<file path="config.mk">
export PLATFORM = sky130hd
export DESIGN_NAME = fdm_ctrl
export DESIGN_NICKNAME = d
export VERILOG_FILES = /design/src/core/fdm_sync.v /design/src/core/fdm_ctrl.v
export VERILOG_INCLUDE_DIRS = /design/src /design/src/core
export SDC_FILE = /design/constraint.sdc
export NUM_CORES = 2
export LEC_CHECK = 0
export CORE_MARGIN = 2
export CORE_UTILIZATION = 40
export DETAILED_ROUTE_END_ITERATION = 10
export DONT_BUFFER_PORTS = 1
export GPL_TIMING_DRIVEN = 1
export PLACE_DENSITY = 0.52
export SYNTH_ARGS = -nofsm -noshare
export SYNTH_HDL_FRONTEND = slang
export SYNTH_MEMORY_MAX_BITS = 65536
export SYNTH_SLANG_ARGS = --single-unit
</file>
<file path="constraint.sdc">
create_clock -name CLK_I -period 74.4 [get_ports CLK_I]
set_input_delay 3.72 -clock CLK_I [delete_from_list [all_inputs] [get_ports CLK_I]]
set_output_delay 3.72 -clock CLK_I [all_outputs]
set_load 0.01 [all_outputs]
</file>
<file path="src/core/fdm_map.vh">
// Behaviour
// - user code rewrites the 512-byte region 8000h-81ffh in whole 64-byte pages.
// - serial programming mode accepts writes to the region like program memory.
// - key field decodes 0011 as write enable, 1100 as disable, others reserved.
// - writing 1 to forced stop aborts a write and clears the write data counter.
// - forced stop bit returns to 0 by itself after a 1 is written.
// - auto keep 0 powers control circuit off in idle/sleep; 1 keeps it on.
// - manual power bit 1 powers the control circuit on, 0 powers it off.
// - key, forced stop and manual power change only while fetching from ram/boot.
// - auto keep bit only matters while manual power bit is 1.
// - stop mode powers the control circuit off regardless of auto keep.
// - control reads give bit 3 undefined and bit 2 always 0.
// - power ready rises after 2^10 main clocks or 2^3 slow clock ticks.
// - reads of the flash area return ffh while write busy is set.
`ifndef FDM_MAP_VH
`define FDM_MAP_VH
`define FDM_OFF_CTRL      8'h00
`define FDM_OFF_STAT      8'h04
`define FDM_OFF_IRQ       8'h08
`define FDM_OFF_MASK      8'h0c
`define FDM_CTRL_KEY_HI   7
`define FDM_CTRL_KEY_LO   4
`define FDM_CTRL_UNDEF    3
`define FDM_CTRL_STOP     2
`define FDM_CTRL_AUTO     1
`define FDM_CTRL_MANUAL   0
`define FDM_STAT_BUSY     0
`define FDM_STAT_READY    1
`define FDM_STAT_WRITE_INTERRUPTED     2
`define FDM_IRQ_DONE      0
`define FDM_IRQ_WRITE_INTERRUPTED      1
`define FDM_IRQ_READY     2
`define FDM_KEY_RESET     4'hc
`define FDM_KEY_ENABLE    4'h3
`define FDM_KEY_DISABLE   4'hc
`define FDM_AUTO_RESET    1'h1
`define FDM_MANUAL_RESET  1'h1
`define FDM_REGION_BASE   16'h8000
`define FDM_REGION_LAST   16'h81ff
`define FDM_PAGE_BYTES    7'h40
`define FDM_WARM_MAIN     10'h3ff
`define FDM_WARM_SLOW     10'h007
`define FDM_WRITE_TIME_NS 4000000
`define FDM_CLK_PERIOD_NS 50
`endif

</file>
<file path="src/core/fdm_sync.v">
`timescale 1ns/10ps
module fdm_sync (
  input  wire clk_i,
  input  wire rst_i,
  input  wire d_i,
  output reg  q_o
);
  reg s1_reg;
  reg s2_reg;
  reg s3_reg;

  // a change counts once the second and third stage agree
  always @(posedge clk_i or posedge rst_i) begin
    if (rst_i) begin
      s1_reg <= 1'b0;
      s2_reg <= 1'b0;
      s3_reg <= 1'b0;
      q_o    <= 1'b0;
    end else begin
      s1_reg <= d_i;
      s2_reg <= s1_reg;
      s3_reg <= s2_reg;
      if (s2_reg == s3_reg) begin
        q_o <= s3_reg;
      end
    end
  end
endmodule // fdm_sync

</file>
<file path="src/core/fdm_ctrl.v">
`timescale 1ns/10ps
`include "fdm_map.vh"
module fdm_ctrl #(
  parameter WRITE_CYCLES = `FDM_WRITE_TIME_NS / `FDM_CLK_PERIOD_NS
) (
  input  wire        CLK_I,
  input  wire        RST_I,
  input  wire        PSEL_I,
  input  wire        PENABLE_I,
  input  wire        PWRITE_I,
  input  wire [7:0]  PADDR_I,
  input  wire [31:0] PWDATA_I,
  output reg  [31:0] PRDATA_O,
  output wire        PREADY_O,
  output reg         PSLVERR_O,
  input  wire        FETCH_RAM_I,
  input  wire        IDLE_I,
  input  wire        SLEEP_I,
  input  wire        STOP_I,
  input  wire        SLOW_CLK_SEL_I,
  input  wire        SLOW_TICK_I,
  input  wire        NMI_I,
  input  wire        SERIAL_MODE_I,
  input  wire        MEM_SEL_I,
  input  wire        MEM_WR_I,
  input  wire [15:0] MEM_ADDR_I,
  input  wire [7:0]  MEM_WDATA_I,
  output reg  [7:0]  MEM_RDATA_O,
  output reg         FLASH_POWER_O,
  output wire        IRQ_O
);
  localparam [1:0] ST_IDLE = 2'h0;
  localparam [1:0] ST_FILL = 2'h1;
  localparam [1:0] ST_PROG = 2'h2;
  localparam [16:0] WR_LAST = WRITE_CYCLES[16:0] - 17'h00001;

  function in_region;
    input [15:0] a;
    begin
      in_region = (a >= `FDM_REGION_BASE) && (a <= `FDM_REGION_LAST);
    end
  endfunction

  function is_reg;
    input [7:0] a;
    input [7:0] off;
    begin
      is_reg = (a == off);
    end
  endfunction

  reg [7:0]  flash_mem [0:511];
  reg [7:0]  page_buf  [0:63];

  reg [3:0]  key_reg;
  reg        auto_keep_reg;
  reg        manual_on_reg;
  reg        stop_pulse_reg;
  reg [1:0]  state_reg;
  reg [6:0]  byte_cnt_reg;
  reg [2:0]  page_reg;
  reg [16:0] prog_cnt_reg;
  reg        ready_reg;
  reg [9:0]  warm_cnt_reg;
  reg        write_interrupted_reg;
  reg [2:0]  irq_stat_reg;
  reg [2:0]  irq_mask_reg;
  reg        ready_d_reg;

  wire       serial_mode;
  wire       setup_ph;
  wire       access_ph;
  wire       wr_access;
  wire       rd_access;
  wire       mapped;
  wire       key_enabled;
  wire       busy;
  wire       flash_on_next;
  wire       wr_accept;
  wire       prog_done;
  wire       write_abort;
  wire       nmi_abort;
  wire [2:0] irq_event;
  integer    i;

  fdm_sync u_serial_sync (
    .clk_i (CLK_I),
    .rst_i (RST_I),
    .d_i   (SERIAL_MODE_I),
    .q_o   (serial_mode)
  );

  assign setup_ph  = PSEL_I & ~PENABLE_I;
  assign access_ph = PSEL_I & PENABLE_I;
  assign wr_access = access_ph & PWRITE_I;
  assign rd_access = access_ph & ~PWRITE_I;
  assign PREADY_O  = 1'b1;
  assign mapped    = is_reg(PADDR_I, `FDM_OFF_CTRL) |
                     is_reg(PADDR_I, `FDM_OFF_STAT) |
                     is_reg(PADDR_I, `FDM_OFF_IRQ) |
                     is_reg(PADDR_I, `FDM_OFF_MASK);

  // only the exact enable code opens the region for writing, except in serial mode
  assign key_enabled = (key_reg == `FDM_KEY_ENABLE);

  assign busy = (state_reg != ST_IDLE);

  // manual bit gates everything; stop forces off; idle/sleep unless kept
  assign flash_on_next = manual_on_reg & ~STOP_I &
                         ~((IDLE_I | SLEEP_I) & ~auto_keep_reg);

  assign wr_accept = MEM_SEL_I & MEM_WR_I & in_region(MEM_ADDR_I) &
                     (key_enabled | serial_mode) & ready_reg &
                     (state_reg != ST_PROG);

  assign prog_done   = (state_reg == ST_PROG) & (prog_cnt_reg == WR_LAST);
  assign nmi_abort   = busy & NMI_I;
  assign write_abort = stop_pulse_reg | nmi_abort;

  assign irq_event = {ready_reg & ~ready_d_reg, nmi_abort, prog_done};

  // control register, protected fields follow the fetch area
  always @(posedge CLK_I or posedge RST_I) begin
    if (RST_I) begin
      key_reg        <= `FDM_KEY_RESET;
      auto_keep_reg  <= `FDM_AUTO_RESET;
      manual_on_reg  <= `FDM_MANUAL_RESET;
      stop_pulse_reg <= 1'b0;
    end else begin
      stop_pulse_reg <= 1'b0;
      if (wr_access && is_reg(PADDR_I, `FDM_OFF_CTRL)) begin
        auto_keep_reg <= PWDATA_I[`FDM_CTRL_AUTO];
        if (FETCH_RAM_I) begin
          key_reg        <= PWDATA_I[`FDM_CTRL_KEY_HI:`FDM_CTRL_KEY_LO];
          manual_on_reg  <= PWDATA_I[`FDM_CTRL_MANUAL];
          stop_pulse_reg <= PWDATA_I[`FDM_CTRL_STOP];
        end
      end
    end
  end

  // power switch and warm-up before ready
  always @(posedge CLK_I or posedge RST_I) begin
    if (RST_I) begin
      FLASH_POWER_O <= 1'b0;
      ready_reg     <= 1'b0;
      ready_d_reg   <= 1'b0;
      warm_cnt_reg  <= 10'h000;
    end else begin
      FLASH_POWER_O <= flash_on_next;
      ready_d_reg   <= ready_reg;
      if (!FLASH_POWER_O) begin
        ready_reg    <= 1'b0;
        warm_cnt_reg <= 10'h000;
      end else if (!ready_reg) begin
        if (SLOW_CLK_SEL_I) begin
          if (SLOW_TICK_I) begin
            if (warm_cnt_reg >= `FDM_WARM_SLOW) begin
              ready_reg <= 1'b1;
            end else begin
              warm_cnt_reg <= warm_cnt_reg + 10'h001;
            end
          end
        end else if (warm_cnt_reg == `FDM_WARM_MAIN) begin
          ready_reg <= 1'b1;
        end else begin
          warm_cnt_reg <= warm_cnt_reg + 10'h001;
        end
      end
    end
  end

  // page fill and programming sequence
  always @(posedge CLK_I or posedge RST_I) begin
    if (RST_I) begin
      state_reg    <= ST_IDLE;
      byte_cnt_reg <= 7'h00;
      page_reg     <= 3'h0;
      prog_cnt_reg <= 17'h00000;
    end else if (write_abort) begin
      state_reg    <= ST_IDLE;
      byte_cnt_reg <= 7'h00;
      prog_cnt_reg <= 17'h00000;
    end else begin
      case (state_reg)
        ST_IDLE: begin
          if (wr_accept) begin
            page_reg     <= MEM_ADDR_I[8:6];
            byte_cnt_reg <= 7'h01;
            state_reg    <= ST_FILL;
          end
        end
        ST_FILL: begin
          if (wr_accept) begin
            byte_cnt_reg <= byte_cnt_reg + 7'h01;
            if (byte_cnt_reg == `FDM_PAGE_BYTES - 7'h01) begin
              state_reg    <= ST_PROG;
              prog_cnt_reg <= 17'h00000;
            end
          end
        end
        ST_PROG: begin
          if (prog_done) begin
            state_reg    <= ST_IDLE;
            byte_cnt_reg <= 7'h00;
          end else begin
            prog_cnt_reg <= prog_cnt_reg + 17'h00001;
          end
        end
        default: begin
          state_reg <= ST_IDLE;
        end
      endcase
    end
  end

  // byte lanes of the page buffer and the array itself
  always @(posedge CLK_I) begin
    if (wr_accept && !write_abort) begin
      page_buf[MEM_ADDR_I[5:0]] <= MEM_WDATA_I;
    end
    if (prog_done && !write_abort) begin
      for (i = 0; i < 64; i = i + 1) begin
        flash_mem[{page_reg, i[5:0]}] <= page_buf[i];
      end
    end
  end

  // flash area read port
  always @(posedge CLK_I or posedge RST_I) begin
    if (RST_I) begin
      MEM_RDATA_O <= 8'hff;
    end else if (MEM_SEL_I && !MEM_WR_I) begin
      if (busy || !in_region(MEM_ADDR_I)) begin
        MEM_RDATA_O <= 8'hff;
      end else begin
        MEM_RDATA_O <= flash_mem[MEM_ADDR_I[8:0]];
      end
    end
  end

  // write interrupted flag: set wins over clear on status read
  always @(posedge CLK_I or posedge RST_I) begin
    if (RST_I) begin
      write_interrupted_reg <= 1'b0;
    end else if (nmi_abort) begin
      write_interrupted_reg <= 1'b1;
    end else if (rd_access && is_reg(PADDR_I, `FDM_OFF_STAT)) begin
      write_interrupted_reg <= 1'b0;
    end
  end

  // sticky interrupt status, write one to clear, event wins
  genvar g;
  generate
    for (g = 0; g < 3; g = g + 1) begin : g_irq
      always @(posedge CLK_I or posedge RST_I) begin
        if (RST_I) begin
          irq_stat_reg[g] <= 1'b0;
        end else if (irq_event[g]) begin
          irq_stat_reg[g] <= 1'b1;
        end else if (wr_access && is_reg(PADDR_I, `FDM_OFF_IRQ) &&
                     PWDATA_I[g]) begin
          irq_stat_reg[g] <= 1'b0;
        end
      end
    end
  endgenerate

  always @(posedge CLK_I or posedge RST_I) begin
    if (RST_I) begin
      irq_mask_reg <= 3'h0;
    end else if (wr_access && is_reg(PADDR_I, `FDM_OFF_MASK)) begin
      irq_mask_reg <= PWDATA_I[2:0];
    end
  end

  assign IRQ_O = |(irq_stat_reg & irq_mask_reg);

  // read data captured in setup phase, error flagged for unmapped offsets
  always @(posedge CLK_I or posedge RST_I) begin
    if (RST_I) begin
      PRDATA_O  <= 32'h00000000;
      PSLVERR_O <= 1'b0;
    end else if (setup_ph) begin
      PSLVERR_O <= ~mapped;
      PRDATA_O  <= 32'h00000000;
      if (is_reg(PADDR_I, `FDM_OFF_CTRL)) begin
        // undefined bit reads as 0, stop bit always 0
        PRDATA_O <= {24'h000000, key_reg, 1'b0, 1'b0,
                     auto_keep_reg, manual_on_reg};
      end else if (is_reg(PADDR_I, `FDM_OFF_STAT)) begin
        PRDATA_O <= {29'h00000000, write_interrupted_reg, ready_reg, busy};
      end else if (is_reg(PADDR_I, `FDM_OFF_IRQ)) begin
        PRDATA_O <= {29'h00000000, irq_stat_reg};
      end else if (is_reg(PADDR_I, `FDM_OFF_MASK)) begin
        PRDATA_O <= {29'h00000000, irq_mask_reg};
      end
    end else if (!PSEL_I) begin
      PSLVERR_O <= 1'b0;
    end
  end
endmodule // fdm_ctrl

</file>
# == Word level (Yosys, flattened, before mapping) ==
# Memory sizes are Yosys's and may differ from the RTL's.
# Cells that the tools add are included.
# op_classes
add_sub_neg,3
order_cmp,3
n_eq_ne,21
muxes,49
bitwise_logic,30
reduce_logical,31
# ops
operator,n
2-to-1 mux 17 bit,4
2-to-1 mux 10 bit,6
case mux 17 bit (2 select lines),1
2-to-1 mux 7 bit,4
!= test 3 bit (second input constant),8
2-to-1 mux 1 bit,22
case mux 7 bit (3 select lines),1
adder 17 x 1 -> 17 bit (second input constant),1
== test 17 bit (second input constant),1
== test 8 x 4 -> 1 bit (second input constant),2
greater-or-equal comparator 16 bit (second input constant),1
less-or-equal comparator 16 bit (second input constant),1
2-to-1 mux 8 bit,2
AND reduction 4 bit,4
bitwise AND 1 bit,15
logical AND 1 bit,11
adder 10 x 1 -> 10 bit (second input constant),1
== test 10 bit (second input constant),1
greater-or-equal comparator 10 x 3 -> 1 bit (second input constant),1
2-to-1 mux 2 bit,5
nonzero test 2 bit,5
2-to-1 mux 3 bit,3
== test 8 x 3 -> 1 bit (second input constant),1
zero test 8 bit,1
20 further kinds,35
# totals
ff_bits,101
ramBits,4608
inputBits,79
out_inout_bits,44
word_cells,163
mem_count,2
# memory_table
name,words,word_bits,read_ports,rd_clocked_by_memory_dff,write_ports,line_no,source
flash_mem,512,8,1,0,64,fdm_ctrl.v:52,reg [7:0] flash_mem [0:511];
page_buf,64,8,64,0,1,fdm_ctrl.v:53,reg [7:0] page_buf [0:63];

# == Depth between registers and ports, before layout ==
# depth
depth_word,9
depth_mapped,16
ltp_nobuf,10

# == Cells and area by module ==
# Synthesis repeated with hierarchy kept, for this count alone.
# hier_totals
cells_unflattened,9067
area_unflattened_um2,174373.5
# by_module_without_submodules
mod,n_inst,cells_each,area_each_um2,seq_area_each_um2
fdm_ctrl,1,9061,174258.4,140189.5
fdm_sync,1,6,115.1,100.1

# == Least setup slack after synthesis ==
# OpenSTA, ideal clock, no wires.
# synth_path
kind,input to register
startpoint,input port NMI_I
endpoint,memory flash_mem[0][0] (enable)
setup_ps,2016
arrival_ps,38807
t_required_ps,72384
setup_slack_ps,33577
path_stages,5
n_path_buf,1
path_cell_list,nand2_1 nand2b_1 clkbuf_1 or3_1 nor3_1
# synth_rtl
element,line_no,source
start: declaration,fdm_ctrl.v:22,"input wire NMI_I,"
end: declaration,fdm_ctrl.v:52,

# == Worst setup path after layout ==
# layout_path
startpoint,input port MEM_ADDR_I[2]
endpoint,memory page_buf[44][3] (enable)
# layout_between
elab_chain_len,9
word_cells_on_any_way,10
cone_classes,order compare: 2; mux: 2; bitwise: 4; reduce/logical: 2
# layout_lines
element,line_no,source
start: declaration,fdm_ctrl.v:26,"input wire [15:0] MEM_ADDR_I,"
greater-or-equal comparator 16 bit (no source line) / less-or-equal comparator 16 bit (equally long branches),--,
logical AND 1 bit,fdm_ctrl.v:40,in_region = (a >= `FDM_REGION_BASE) && (a <= `FDM_REGION_LAST);
bitwise AND 1 bit (2 in series),fdm_ctrl.v:112,assign wr_accept = MEM_SEL_I & MEM_WR_I & in_region(MEM_ADDR_I) &
bitwise AND 1 bit (2 in series),fdm_ctrl.v:113,(key_enabled | serial_mode) & ready_reg &
logical AND 1 bit,fdm_ctrl.v:219,if (wr_accept && !write_abort) begin
2-to-1 mux 1 bit,fdm_ctrl.v:219,
2-to-1 mux 1 bit (implied by the code),fdm_ctrl.v:220,page_buf[MEM_ADDR_I[5:0]] <= MEM_WDATA_I;
end: declaration,fdm_ctrl.v:53,
# Parallel ways exist; a longest one is shown, timed or not.

==> impl_results.md <==
- Worst slew pin tran: 1.53 ns
- Initial antenna violation count: 60
- Core Area: about 430000 um2
- Clock Root Buffer: clkbuf_16
- Fin crit period: 10.56 ns
- Min-Delay Startpoint: u_serial_sync.s1_reg$_DFF_PP0_
- CTS tree: done
- Worst reg2reg path depth: 12
- Yosys reg bits: between 4k and 5k
- Reg2Reg Launch Point: state_reg[0]$_DFFE_PP0P_
- FP Rows: approximately 240
- Commonest non-fill, non-tap cell in the layout: edfxtp_1
- Status: finished with violations
- Crit Path Max Fanout: roughly 160
- Nets@finish: 9150
- DR pass1 iterations: 8
- Clock network fraction of design power: 42.9%
- Gp weighted congestion: approximately 0.85
- Fmax: between 0.09 and 0.1 GHz
- Setup repair bufs after CTS: 0
- Post-synthesis sequential area ratio: 80.8%
- Initial drt markers: roughly 14k
- Routed len/inst: about 39 um
- Clock buffer depth: 4
- Total Power: 5.37 mW
- Critical Path AT: about 11 ns
- Input/output buffers: 0
- RSZ-0062 raised after global routing: false
- Pwr dens: 27.5 nW/um2
- Hold Crit Depth: 0
- Leading cell types in the layout, fill and taps excluded: 4608 x edfxtp_1, 656 x a22oi_1, 469 x clkbuf_16
- Max transition margin: -2.02%
- GR Overflow Total: 0
- H-tree levels: 5
- Critical Path Sink Type: flop
- Worst r2r dst: flash_mem[232][6]$_DFFE_PP_
- Initial core utilization: 40.2%
- Avg Cell Area, Syn: between 15 and 20 um2
- Layout cells sized above 1: between 15 and 20%
- Clk slew on worst S/H paths: around 0.060 ns
- Max IR drop VDD: approximately 0.000024 V
- Switch Pwr: 1.17 mW
- Post-Syn Area: 174000 um2
- Failing checks: max-capacitance violations, max-slew violations
- Gate power share: between 3 and 4%
- Critical Path Start Type: input port
- CP Class: input port to flop
- CTS buffer count: 467
- Syn. warnings: 0
- Number of synthesized flops with an enable pin: approximately 4.6k
- Clk Latency, worst-skew pair: 1.05 ns
- Synth-to-Final Area Change: 12.6%
- Sw Share: 21.8%
- Worst setup path startpoint: MEM_ADDR_I[2]
- Routed Antenna Nets: 0
- Top_reg_cell synth: edfxtp_1
- Die Area: about 440000 um2
- CTS Hold Buffers Added: 0
- Placed inst area: around 180000 um2
- Total GRT Usage: between 20% and 30%
- FFs w/ async S/R, synth: 1.62%
- Finished Cell Area: between 150000 and 200000 um2
- Number of flip-flops in the largest register: 4096
- Post-Syn Instances: between 8k and 9k
- Worst Hold Path EP: u_serial_sync.s2_reg$_DFF_PP0_
- Int Power: between 4 and 5 mW
- DP Wirelength: ~340 mm
- Maxcap violations: 1
- Final setup viols: 0
- Fin. Hold Viols: 0
- Register share of total power: between 50 and 60%
- Unique masters post-synth: a little over 90
- Remaining DRCs: 0
- First-pass GRT wire length: 799 mm
- Final wirelength: 597 mm
- Static leakage: roughly 60 nW
- PostCTS Resize Cnt: 0
- Post-Route Skew: between 0.05 and 0.06 ns
- Largest net degree at the start of global routing: between 600 and 700
- Setup TNS: 0 ns
- IO Pins: between 100 and 150
- Slew Viols, Final: 7
- Die Wd: between 600 and 700 um
- Worst path required time: ~75 ns
- Via count: 95.4k
- Worst hold path class: flop to flop
- Vias per inst: around 6.3
- Final period utilization: between 10% and 20%
- Vias in the first global route: 90.8k
- Clock sinks: about 4.7k
- R2r setup slk: between 60 and 70 ns
- Die H: 663 um
-- per-layer routing --
metal  global-route usage (%)  routed length, um  up-vias
met5                    0.293                377        -
met4                     10.3              24700       32
met3                     6.11              62200      961
met2                     41.6             278000     5642
met1                     35.8             232000    51200
li1                         -                  -    37600
-- synth_stat cells (all sizes together) (11+ instances only) --
| library cell | instances | area share, % |
|---|---|---|
| edfxtp | 4608 | 80 |
| a22oi | 656 | 2.8 |
| buf | 463 | 1.7 |
| mux2i | 334 | 1.9 |
| a221oi | 268 | 1.4 |
| nor2 | 250 | 0.54 |
| mux2 | 229 | 1.5 |
| a21oi | 224 | 0.65 |
| mux4 | 221 | 2.9 |
| nand2 | 218 | 0.47 |
| o21ai | 217 | 0.63 |
| a31oi | 121 | 0.44 |
| clkbuf | 109 | 0.24 |
| o22ai | 108 | 0.39 |
| a22o | 98 | 0.49 |
| a221o | 90 | 0.52 |
| nand4 | 65 | 0.23 |
| dfrtp | 64 | 0.92 |
| a222oi | 56 | 0.32 |
| a41oi | 42 | 0.21 |
| nand3 | 37 | 0.11 |
| nor3 | 35 | 0.10 |
| and3 | 25 | 0.090 |
| nor4 | 24 | 0.087 |
| o211ai | 23 | 0.10 |
| nand2b | 20 | 0.074 |
| o221ai | 19 | 0.096 |
| or4 | 19 | 0.082 |
| o2bb2ai | 18 | 0.091 |
| nor2b | 15 | 0.054 |
| and2 | 14 | 0.050 |
| a211oi | 13 | 0.056 |
| dfstp | 12 | 0.18 |
| inv | 12 | 0.026 |
| o22a | 11 | 0.056 |
-- worst max-delay path by stage --
stage                                 end  slack (ns)  depth (start not counted)
3_5_place_dp   MEM_RDATA_O[6]$_DFFE_PP1P_       65.08                         11
4_1_cts        MEM_RDATA_O[6]$_DFFE_PP1P_       66.25                         11
3_3_place_gp    page_buf[44][3]$_DFFE_PP_       65.27                          6
6_report        page_buf[44][3]$_DFFE_PP_       63.84                         10
2_1_floorplan   flash_mem[0][0]$_DFFE_PP_       33.58                          5
5_1_grt         page_buf[44][3]$_DFFE_PP_       63.88                         10
-- final cells by class --
cell class	instances	area [um2]
repair buffers	259	2390
clock buffers	574	12200
fillers	36400	236000
diodes	37	92.6
multi-input cells	3638	30500
clock inverters	293	2640
well taps	5710	7140
inverters	13	66.3
flip-flops and latches	4684	140000
-- cells by family (layout without fill, tap and decap cells) --
logic type | after synthesis | after routing | share of synthesized area [%]
flops | 4684 | 4684 | 80.8
compound gates | 2040 | 2040 | 8.64
mux | 784 | 784 | 6.29
simple gates | 773 | 773 | 2.14
buf+inv | 585 | 1139 | 1.99
fa+ha+maj | 9 | 9 | 0.0635
xor+xnor | 6 | 6 | 0.0303
other cells | 2 | 63 | 0.00433
-- worst max-delay path: stages --
cell and delay (ns):
buf_16 0.62, buf_16 0.70, buf_16 0.51, buf_16 0.52
nor3b_4 0.81, buf_4 0.67, buf_4 0.35, nand2_1 0.76
nor2_2 1.48, buf_4 0.43
-- power groups by stage --
stage                     sequential (mW)  clock [mW]  combinational [mW]
after global routing                 2.86        2.43               0.214
after detailed placement             2.92           0               0.180
after floorplan                      2.92           0               0.120
after CTS                            2.86        2.33               0.181
final                                2.86        2.31               0.208
after global placement               2.92           0               0.180
-- metrics by stage --
stage          hold slack (ns)  util [%]  setup WS [ns]  instances
6_report                 0.354      45.3          63.84      15200
5_1_grt                  0.355      45.2          63.88      15200
4_1_cts                  0.355      45.2          66.25      15200
3_5_place_dp             0.345      41.7          65.08      14300
3_3_place_gp             0.343      41.7          65.27      14300
2_1_floorplan            0.331         -          33.58       8907
(Power assumes the default switching activity.)
